--- config.mk ---
export PLATFORM = sky130hd
export DESIGN_NAME = sarcc_top
export DESIGN_NICKNAME = d
export VERILOG_FILES = /design/src/include/sarcc_pkg.sv /design/src/verilog/sarcc_sync.sv /design/src/verilog/sarcc_shift_chain.sv /design/src/verilog/sarcc_top.sv
export VERILOG_INCLUDE_DIRS = /design/src /design/src/include
export SDC_FILE = /design/constraint.sdc
export NUM_CORES = 1
export LEC_CHECK = 0
export BUFFER_PORTS_ARGS = -buffer_cell sky130_fd_sc_hd__buf_2
export CAP_MARGIN = 20
export CORE_MARGIN = 2
export CORE_UTILIZATION = 56
export CTS_CLUSTER_DIAMETER = 100
export DETAILED_ROUTE_END_ITERATION = 8
export GPL_ROUTABILITY_DRIVEN = 1
export PLACE_DENSITY = 0.77
export SYNTH_ARGS = -nofsm -noshare
export SYNTH_HDL_FRONTEND = slang
export SYNTH_SLANG_ARGS = --single-unit
--- constraint.sdc ---
create_clock -name mclk_i -period 2.19 [get_ports mclk_i]
set_input_delay 0.438 -clock mclk_i [delete_from_list [all_inputs] [get_ports mclk_i]]
set_output_delay 0.438 -clock mclk_i [all_outputs]
set_load 0.05 [all_outputs]
--- src/include/sarcc_defines.svh ---
// Constants of the SAR conversion control block.
// Assumes inclusion by bare name from files under verilog/.
`ifndef SARCC_DEFINES_SVH
`define SARCC_DEFINES_SVH

// Result width and shift chain depth
`define SARCC_BITS        8
// Clocks per phase cycle, one bit decision each
`define SARCC_PHASES      8
`define SARCC_PHASE_LAST  3'h7
`define SARCC_PHASE_RST   3'h0
// Conversion length, clock periods from start to completion
`define SARCC_CONV_MIN    62
`define SARCC_CONV_MAX    73
// Longest wait for proper phases after an asynchronous start
`define SARCC_START_WAIT  8
// Codes
`define SARCC_CODE_ZERO   8'h00
`define SARCC_CODE_MSB    8'h80
`define SARCC_CODE_FULL   8'hFF

`endif

--- src/include/sarcc_pkg.sv ---
// Types of the SAR conversion control block.
// Assumes sarcc_defines.svh is on the include path.
`include "sarcc_defines.svh"

package sarcc_pkg;
	typedef logic [`SARCC_BITS-1:0] sarcc_code_type;
	typedef logic [`SARCC_BITS-1:0] sarcc_stage_type;
	typedef logic [2:0]             sarcc_phase_type;
endpackage : sarcc_pkg

--- src/verilog/sarcc_sync.sv ---
// Two-flop synchroniser for a group of pin levels.
// Assumes the inputs are static relative to mclk_i only by chance.
`timescale 1ns/10ps
`include "sarcc_defines.svh"

module sarcc_sync #(
	parameter int      WIDTH = 1,
	parameter logic    RST_VAL = 1'b1
) (
	input  wire logic             mclk_i,
	input  wire logic             rst_n_i,
	input  wire logic [WIDTH-1:0] async_i,
	output logic      [WIDTH-1:0] sync_o
);
	logic [WIDTH-1:0] meta;

	// First stage feeds only the second
	always_ff @(posedge mclk_i or negedge rst_n_i) begin
		if (!rst_n_i) begin
			meta   <= {WIDTH{RST_VAL}};
			sync_o <= {WIDTH{RST_VAL}};
		end else begin
			meta   <= async_i;
			sync_o <= meta;
		end
	end
endmodule // sarcc_sync

--- src/verilog/sarcc_shift_chain.sv ---
// Shift chain that walks a single one through the bit stages.
// Assumes tick_i pulses once per phase cycle on mclk_i.
`timescale 1ns/10ps
`include "sarcc_defines.svh"

module sarcc_shift_chain #(
	parameter int STAGES = `SARCC_BITS
) (
	input  wire logic              mclk_i,
	input  wire logic              rst_n_i,
	input  wire logic              clear_i,
	input  wire logic              tick_i,
	input  wire logic              load_one_i,
	output logic      [STAGES-1:0] stage_o,
	output logic                   leave_o
);
	// One leaves the last stage on this tick
	assign leave_o = tick_i & stage_o[STAGES-1];

	always_ff @(posedge mclk_i or negedge rst_n_i) begin
		if (!rst_n_i) begin
			stage_o <= '0;
		end else if (clear_i) begin
			stage_o <= '0;
		end else if (tick_i) begin
			stage_o <= {stage_o[STAGES-2:0], load_one_i};
		end
	end
endmodule // sarcc_shift_chain

--- src/verilog/sarcc_top.sv ---
// Control logic of an 8-bit successive-approximation converter:
// start flip-flop, shift chain, output latch, completion flag, read.
// Assumes an external comparator answers the trial code on trial_o.
//
// Contract
// - Negative input at or above positive input yields an all-zero code.
// - Asynchronous start may wait up to 8 clocks for proper phases.
// - Start strobe of any length holds reset; rising edge launches.
// - MSB first, 8 comparisons in 64 clocks, then latch result.
// - Start falling edge clears SAR, stages, and raises completion output.
// - While select and start both low, stay in reset.
// - Conversion begins 1 to 8 clocks after select or start rises.
// - Completion output falls when a conversion finishes.
// - Read with select low returns completion output high.
// - A new start during conversion abandons it and restarts.
// - Select and start low set start flip-flop, clearing chain and flag.
// - Gated pulse clears start flip-flop only once strobe released.
// - One leaving last stage loads latch; next clock sets flag.
// - Select and read low clear flag and drive data, else float.
// - Completion pin is inverse of the completion flip-flop.
// - Start to completion takes 62 to 73 clock periods.
`timescale 1ns/10ps
`include "sarcc_defines.svh"

module sarcc_top #(
	parameter int BITS = `SARCC_BITS
) (
	input  wire logic              mclk_i,
	input  wire logic              rstn_i,
	input  wire logic              select_n_i,
	input  wire logic              start_n_i,
	input  wire logic              read_n_i,
	input  wire logic              comp_ge_i,
	input  wire logic              neg_ge_pos_i,
	output sarcc_pkg::sarcc_code_type trial_o,
	output sarcc_pkg::sarcc_code_type data_o,
	output logic                   data_oe_n_o,
	output logic                   conversion_done_n_o
);
	import sarcc_pkg::*;

	localparam int WAIT_MAX = `SARCC_START_WAIT;
	localparam int CONV_MIN = `SARCC_CONV_MIN;
	localparam int CONV_MAX = `SARCC_CONV_MAX;

	logic            rst_meta;
	logic            rst_n;
	logic [3:0]      pins_s;
	logic            select_n_s;
	logic            start_n_s;
	logic            read_n_s;
	logic            comp_s;
	logic            neg_s;
	logic            set_req;
	logic            read_act;
	sarcc_phase_type phase;
	logic            tick;
	logic            start_ff;
	logic            first_stage_ff;
	logic            start_clear_gate;
	sarcc_stage_type stage;
	logic            latch_load_gate;
	logic            done_stage_ff;
	logic            done_ff;
	sarcc_code_type  sar;
	sarcc_code_type  next_sar;
	sarcc_code_type  result_latch;
	logic            bit_keep;

	////////////////////////////////////////////////////////////////////
	// Reset release and pin synchronisers

	always_ff @(posedge mclk_i or negedge rstn_i) begin
		if (!rstn_i) begin
			rst_meta <= 1'b0;
			rst_n    <= 1'b0;
		end else begin
			rst_meta <= 1'b1;
			rst_n    <= rst_meta;
		end
	end

	// Comparator also crosses; it settles within a phase cycle anyway
	sarcc_sync #(
		.WIDTH   (4),
		.RST_VAL (1'b1)
	) u_pin_sync (
		.mclk_i  (mclk_i),
		.rst_n_i (rst_n),
		.async_i ({select_n_i, start_n_i, read_n_i, comp_ge_i}),
		.sync_o  (pins_s)
	);

	sarcc_sync #(
		.WIDTH   (1),
		.RST_VAL (1'b0)
	) u_neg_sync (
		.mclk_i  (mclk_i),
		.rst_n_i (rst_n),
		.async_i (neg_ge_pos_i),
		.sync_o  (neg_s)
	);

	assign select_n_s = pins_s[3];
	assign start_n_s  = pins_s[2];
	assign read_n_s   = pins_s[1];
	assign comp_s     = pins_s[0];
	assign set_req    = ~select_n_s & ~start_n_s;
	assign read_act   = ~select_n_s & ~read_n_s;

	////////////////////////////////////////////////////////////////////
	// Free-running phase counter

	// Phases never realign to the strobe
	always_ff @(posedge mclk_i or negedge rst_n) begin
		if (!rst_n) begin
			phase <= `SARCC_PHASE_RST;
		end else begin
			phase <= phase + 3'h1;
		end
	end

	assign tick = (phase == `SARCC_PHASE_LAST);

	////////////////////////////////////////////////////////////////////
	// Start flip-flop and first stage

	// Gated clear, ineffective while set held
	assign start_clear_gate = first_stage_ff & tick & ~set_req;

	always_ff @(posedge mclk_i or negedge rst_n) begin
		if (!rst_n) begin
			start_ff <= 1'b0;
		end else if (set_req) begin
			start_ff <= 1'b1;
		end else if (start_clear_gate) begin
			start_ff <= 1'b0;
		end
	end

	always_ff @(posedge mclk_i or negedge rst_n) begin
		if (!rst_n) begin
			first_stage_ff <= 1'b0;
		end else begin
			first_stage_ff <= start_ff & ~start_clear_gate;
		end
	end

	////////////////////////////////////////////////////////////////////
	// Bit stage chain

	sarcc_shift_chain #(
		.STAGES     (BITS)
	) u_chain (
		.mclk_i     (mclk_i),
		.rst_n_i    (rst_n),
		.clear_i    (set_req | (start_ff & ~start_clear_gate)),
		.tick_i     (tick),
		.load_one_i (start_clear_gate),
		.stage_o    (stage),
		.leave_o    (latch_load_gate)
	);

	////////////////////////////////////////////////////////////////////
	// Approximation register

	// Keep only if input at or above trial
	assign bit_keep = comp_s & ~neg_s;

	always_comb begin
		next_sar = sar;
		for (int i = 0; i < BITS; i++) begin
			if (stage[i]) begin
				next_sar[BITS-1-i] = bit_keep;
				if (i < BITS-1) begin
					next_sar[BITS-2-i] = 1'b1;
				end
			end
		end
	end

	// MSB trial first, cleared by start
	always_ff @(posedge mclk_i or negedge rst_n) begin
		if (!rst_n) begin
			sar <= `SARCC_CODE_ZERO;
		end else if (set_req | start_ff & ~start_clear_gate) begin
			sar <= `SARCC_CODE_ZERO;
		end else if (start_clear_gate) begin
			sar <= `SARCC_CODE_MSB;
		end else if (tick) begin
			sar <= next_sar;
		end
	end

	always_ff @(posedge mclk_i or negedge rst_n) begin
		if (!rst_n) begin
			trial_o <= `SARCC_CODE_ZERO;
		end else begin
			trial_o <= sar;
		end
	end

	////////////////////////////////////////////////////////////////////
	// Output latch and completion

	always_ff @(posedge mclk_i or negedge rst_n) begin
		if (!rst_n) begin
			result_latch <= `SARCC_CODE_ZERO;
		end else if (latch_load_gate) begin
			result_latch <= next_sar;
		end
	end

	always_ff @(posedge mclk_i or negedge rst_n) begin
		if (!rst_n) begin
			done_stage_ff <= 1'b0;
		end else begin
			done_stage_ff <= latch_load_gate;
		end
	end

	// Start clear wins, set beats read
	always_ff @(posedge mclk_i or negedge rst_n) begin
		if (!rst_n) begin
			done_ff <= 1'b0;
		end else if (set_req) begin
			done_ff <= 1'b0;
		end else if (done_stage_ff) begin
			done_ff <= 1'b1;
		end else if (read_act) begin
			done_ff <= 1'b0;
		end
	end

	always_ff @(posedge mclk_i or negedge rst_n) begin
		if (!rst_n) begin
			conversion_done_n_o <= 1'b1;
		end else begin
			conversion_done_n_o <= ~done_ff;
		end
	end

	////////////////////////////////////////////////////////////////////
	// Read path; the pad resolves float from data_oe_n_o

	always_ff @(posedge mclk_i or negedge rst_n) begin
		if (!rst_n) begin
			data_o      <= `SARCC_CODE_ZERO;
			data_oe_n_o <= 1'b1;
		end else begin
			data_o      <= read_act ? result_latch : `SARCC_CODE_ZERO;
			data_oe_n_o <= ~read_act;
		end
	end

	////////////////////////////////////////////////////////////////////
	// Checks

	int  conv_cnt;
	logic neg_all;

	always_ff @(posedge mclk_i or negedge rst_n) begin
		if (!rst_n) begin
			conv_cnt <= 0;
			neg_all  <= 1'b0;
		end else if (start_clear_gate) begin
			conv_cnt <= 1;
			neg_all  <= 1'b1;
		end else begin
			if (conv_cnt < 255) begin
				conv_cnt <= conv_cnt + 1;
			end
			if (tick && (stage != '0) && !neg_s) begin
				neg_all <= 1'b0;
			end
		end
	end

	AST_ZERO_CODE: assert property (@(posedge mclk_i)
		disable iff (!rst_n)
		latch_load_gate && neg_all && neg_s
		|=> result_latch == `SARCC_CODE_ZERO)
		else $error("zero code not produced");

	AST_START_WAIT: assert property (@(posedge mclk_i)
		disable iff (!rst_n)
		$fell(set_req) && start_ff
		|-> ##[1:WAIT_MAX] (stage[0] || set_req))
		else $error("conversion did not begin in time");

	AST_HOLD: assert property (@(posedge mclk_i)
		disable iff (!rst_n)
		set_req |=> (stage == '0) && (sar == `SARCC_CODE_ZERO)
			&& !done_ff && start_ff)
		else $error("held start did not reset chain");

	AST_MSB_FIRST: assert property (@(posedge mclk_i)
		disable iff (!rst_n)
		$rose(stage[0]) |-> sar == `SARCC_CODE_MSB)
		else $error("first trial is not the top bit");

	AST_CONV_LEN: assert property (@(posedge mclk_i)
		disable iff (!rst_n)
		$rose(done_ff) |-> conv_cnt >= CONV_MIN && conv_cnt <= CONV_MAX)
		else $error("conversion length out of range");

	AST_STAGE_STEP: assert property (@(posedge mclk_i)
		disable iff (!rst_n)
		$rose(stage[1]) |-> $past(stage[0], 8) && !set_req)
		else $error("bit stage did not last eight clocks");

	AST_LATCH_DONE: assert property (@(posedge mclk_i)
		disable iff (!rst_n)
		latch_load_gate && !set_req ##1 !set_req |->
			done_stage_ff ##1 done_ff)
		else $error("completion not set after latch load");

	AST_DONE_PIN: assert property (@(posedge mclk_i)
		disable iff (!rst_n)
		##1 conversion_done_n_o == !$past(done_ff))
		else $error("completion pin not inverse of flag");

	AST_READ_CLR: assert property (@(posedge mclk_i)
		disable iff (!rst_n)
		read_act && !done_stage_ff |=> ##1 conversion_done_n_o)
		else $error("read did not raise completion pin");

	AST_DRIVE: assert property (@(posedge mclk_i)
		disable iff (!rst_n)
		read_act |=> !data_oe_n_o && data_o == $past(result_latch))
		else $error("read data not driven");

	AST_FLOAT: assert property (@(posedge mclk_i)
		disable iff (!rst_n)
		!read_act |=> data_oe_n_o)
		else $error("data driven outside read");

	COV_DONE: cover property (@(posedge mclk_i) disable iff (!rst_n)
		$fell(conversion_done_n_o));
	COV_READ: cover property (@(posedge mclk_i) disable iff (!rst_n)
		done_ff && read_act);
	COV_RESTART: cover property (@(posedge mclk_i) disable iff (!rst_n)
		(stage != '0) && set_req);
	COV_FULL: cover property (@(posedge mclk_i) disable iff (!rst_n)
		latch_load_gate && next_sar == `SARCC_CODE_FULL);
endmodule // sarcc_top

# Word-level counts from Yosys, hierarchy flattened
# Cells that the tools add are included.
# classes
n_addsub,1
bitwise_logic,16
reduce_logical,4
eq_ne,1
n_mux,19
# ops
op,count
two-way mux 8 bit,6
two-way mux 2 bit,7
inverter 1 bit,8
bitwise AND 1 bit,7
two-way mux 1 bit,6
nonzero test 3 bit,2
nonzero test 2 bit,2
adder 3 x 1 -> 3 bit (second input constant),1
== test 3 bit (second input constant),1
bitwise OR 1 bit,1
# totals
register_bits,61
in_bits,7
output_inout_bits,18
elab_cells,59

# Logic depth before layout (Yosys ltp)
# logic_depth
ltp_word,13
ltp_mapped,6
ltp_nobuf,5

# Hierarchy
# Synthesis repeated with hierarchy kept, for this count alone.
# unflattened
hier_cells,159
area_unflattened_um2,2249.7
# by_module_without_submodules
mod,seq_area_each_um2,instances,cells_each,area_each_um2
sarcc_top,1078.5,1,122,1656.6
sarcc_shift_chain,200.2,1,27,332.8
sarcc_sync (u_pin_sync),210.2,1,8,210.2
sarcc_sync (u_neg_sync),50.0,1,2,50.0

# Worst setup path before layout
# OpenSTA, ideal clock, no wires.
# synth_timing
path_kind,register -> register
from,register phase[0]
to,register sar[0]
period_less_slack_ps,1616
path_slack_ps,574
setup_time_ps,94
t_required_ps,2096
arrival_time_ps,1522
path_stages_with_launch,7
path_buffers,1
path_cell_list,dfrtp_1 -> ha_1 -> ha_1 -> nand2_2 -> or3b_1 -> buf_4 -> a221oi_2
# synth_between
elab_chain_cells,7
elab_cells_between_ends,9
classes_between,eq/ne (1); mux (2); bitwise (5); reduce/logical (1)
# synth_lines
element,line,rtl
"start, declared",sarcc_top.sv:56,sarcc_phase_type phase;
"start signal, assigned",sarcc_top.sv:117,phase <= `SARCC_PHASE_RST;
"start signal, assigned",sarcc_top.sv:119,phase <= phase + 3'h1;
== test 3 bit (no line) (*),-,
bitwise AND 1 bit (2 in a row),sarcc_top.sv:129,assign start_clear_gate = first_stage_ff & tick & ~set_req;
inverter 1 bit,sarcc_top.sv:186,end else if (set_req | start_ff & ~start_clear_gate) begin
bitwise AND 1 bit,sarcc_top.sv:186,
bitwise OR 1 bit,sarcc_top.sv:186,
nonzero test 3 bit (no line) / two-way mux 8 bit (equally long branches),-,
"end signal, assigned",sarcc_top.sv:185,sar <= `SARCC_CODE_ZERO;
"end signal, assigned",sarcc_top.sv:187,sar <= `SARCC_CODE_ZERO;
"end signal, assigned",sarcc_top.sv:189,sar <= `SARCC_CODE_MSB;
"end, declared",sarcc_top.sv:65,sarcc_code_type sar;
# Every way passes the cells marked *; elsewhere a longest branch is shown, timed or not.
# A chain may end at the register's enable or synchronous reset.

# Final worst setup path
# layout_timing
from,register phase[0]
to,register sar[1]
# Same word-level chain as after synthesis.

==> flow_summary_export.csv <==
group,metric,value,unit
clock_network,postCtsHoldBufs,1,
routing,vias,1284,
sta,setup_viol,0,
clock_network,htree_num_levels,3,
logic_synthesis,synthTopCellsByCount,"dfrtp_1, inv_1, dfstp_2",
routing,avgViaCountPerCell,5.33,
final_layout,fin_util,67.5,%
worst_setup_path,endpoint_kind,"flip-flop",
hold_path,hp-class,"flip-flop to asynchronous set/reset pin",
routing,drc,0,
logic_synthesis,synth-seq-area-share,69.5,%
run_status,status,"finished clean",
final_layout,drive_above_1_share,33.2,%
sta,max_freq,518,MHz
power_and_ir_drop,pwr_density_cell,814,nW/um^2
global_route,grt_usage,19.8,%
logic_synthesis,avgSynthCellArea,13.8,um^2
sta,maxSlewViolCount,0,
floorplan,row_count,22,
final_layout,diodes,0,
place,place_hpwl,2480,um
logic_synthesis,syn_area,2210,um^2
floorplan,core_area,3740,um^2
sta,final.setup.tns,0,ns
routing,drt-initial-drc-count,73,
logic_synthesis,synth_seq_cells,61,
clock_network,clock_path_buffers,2,
floorplan,num_io_pins,25,
place,place_congestion,0.804,
global_route,grt-ovfl-total,0,
worst_setup_path,r2r_end,"sar[1]",
floorplan,die_h,66.9,um
floorplan,die_w,66.9,um
sta,period_share,88.1,%
sta,layout_min_cycle_time,1.93,ns
worst_setup_path,start_kind,"flip-flop",
global_route,antenna_found_initial,0,
logic_synthesis,synth_ff_type,"dfrtp_1",
logic_synthesis,synth_top_area_cell,"dfrtp_1",
clock_network,cts_resized,0,
sta,maxSlewHeadroom,65.1,%
routing,routed_wirelength,3610,um
worst_setup_path,r2r_slack,0.26,ns
logic_synthesis,yosysTopAreaCellShare,57.6,%
logic_synthesis,synth_area_leaders,"dfrtp_1, dfstp_2, a221oi_2",
clock_network,post_cts_buffers,0,
clock_network,clk-insertion-delay-late,0.33,ns
power_and_ir_drop,ir_drop,534,uV
sta,worst_slew_pin_slew,0.522,ns
routing,ant_nets,0,
routing,detail_route.first_pass.iterations,4,
sta,rsz0062_at_grt,"false",
final_layout,area_delta_synth_final,14.1,%
worst_setup_path,crit_fanout,15,
floorplan,initial_core_util,59.2,%
global_route,grt_pass1_vias,1279,
logic_synthesis,synth_fp_nets,169,
floorplan,die-area,4470,um^2
logic_synthesis,synth-async-reset-ratio,100,%
worst_setup_path,rr_worst_depth,5,
clock_network,clkTransAtPathRegs,0.06,ns
sta,fin_skew,0.00706,ns
clock_network,cts_buffers,9,
logic_synthesis,synth_cells,160,
worst_setup_path,reg2reg_from,"phase[0]",
worst_setup_path,path_class,"flip-flop to flip-flop",
routing,wl_per_cell,15.0,um
clock_network,cts_sinks,61,
sta,hold_viol,0,
power_and_ir_drop,p_leak,1.27,nW
clock_network,cts_root_buffer,"clkbuf_8",
run,drv_cap,0,
logic_synthesis,yosysUniqueCellTypes,31,
global_route,grt_pass1_wl,6180,um
logic_synthesis,yosys_warnings,0,
logic_synthesis,synth_edf_count,0,
worst_setup_path,cp.arrival,2.16,ns
place,numPortBuffers,24,
global_route,grt_start_max_net_pins,24,
final_layout,nNetsFinal,197,
clock_network,cts_tree,"yes",
logic_synthesis,yosysMostFrequentCell,"dfrtp_1",
worst_setup_path,cp.required,2.42,ns
[worst max path at each step]
stage / from / end / depth (start not counted)
after floorplan: rst_n / data_o[0] / 0
after global placement: phase[0] / sar[2] / 5
after detailed placement: phase[0] / sar[5] / 5
after CTS: phase[0] / sar[1] / 5
after global routing: phase[0] / sar[1] / 5
final: phase[0] / sar[1] / 5
[area by class of cell]
class	instances	area, um^2
Clock buffer	11	131
Clock inverter	5	27.5
Fill cell	293	1220
Inverter	11	41.3
Multi-Input combinational cell	77	574
Sequential cell	61	1540
Tap cell	48	60.1
Timing Repair Buffer	28	153
[kinds of logic after synthesis]
family | after synthesis | share of synthesized area, %
adders and majority gates | 2 | 1.13
muxes | 1 | 0.452
other | 1 | 0.169
DFF | 61 | 69.5
and+or+nand+nor | 30 | 7.85
AOI/OAI and AO/OA | 43 | 16.3
buffers and inverters | 22 | 4.58
[state kept, by name, indices dropped and copies added, names as in the netlist]
name / count
rst_meta: 1
done_ff: 1
data_o: 8
first_stage_ff: 1
u_pin_sync.meta: 4
sar: 8
trial_o: 8
u_chain.stage_o: 8
conversion_done_n_o: 1
u_pin_sync.sync_o: 4
data_oe_n_o: 1
u_neg_sync.meta: 1
done_stage_ff: 1
phase: 3
rst_n: 1
u_neg_sync.sync_o: 1
start_ff: 1
result_latch: 8
[per-stage QoR]
stage,cells,hold slack (ns),total power (W),setup WS (ns),cell area (um^2)
after floorplan,160,0.142,0.00124,0.383,2210
after global placement,224,0.164,0.00126,0.360,2360
after detailed placement,224,0.169,0.00127,0.272,2360
after CTS,241,0.172,0.00208,0.238,2530
after global routing,241,0.187,0.00215,0.115,2530
final,241,0.167,0.00206,0.260,2530
[placed cells by master, fill, tap and decap left out, types with 3 or more instances in the layout]
| cell type | netlist | routed |
|---|---|---|
| buf_2 | 0 | 24 |
| a211oi_1 | 7 | 7 |
| clkbuf_8 | 0 | 9 |
| dfrtp_1 | 51 | 50 |
| inv_1 | 11 | 11 |
| a221oi_2 | 7 | 7 |
| and2_1 | 8 | 8 |
| nor3_1 | 7 | 7 |
| clkinv_2 | 0 | 4 |
| a22o_1 | 7 | 7 |
| nand2_1 | 5 | 5 |
| buf_4 | 1 | 3 |
| a21o_1 | 7 | 7 |
| dfstp_2 | 10 | 10 |
| o21ai_0 | 9 | 9 |
[critical path, stage by stage (launching register included)]
cell and delay (ns):
dfrtp_1 0.38, ha_1 0.20, ha_1 0.33, nand2_2 0.16
or3b_1 0.52, a221oi_2 0.24
[routing by layer]
layer | wire length (um) | share of wire (%) | up-vias | track usage, %
met5 | 0 | 0 | - | 0
met4 | 39 | 1.1 | 0 | 10.7
met3 | 164 | 4.5 | 5 | 7.09
met2 | 1830 | 51 | 27 | 31.3
met1 | 1580 | 44 | 647 | 23.6
li1 | - | - | 605 | -
[power breakdown]
part	switching (W)	internal [W]	leakage, nW	total [W]
registers	0.0000216	0.00115	0.800	0.00118
logic	0.0000463	0.0000255	0.386	0.0000718
clock network	0.000408	0.000402	0.0829	0.000810
total	0.000476	0.00158	1.27	0.00206
(Power assumes the default switching activity.)
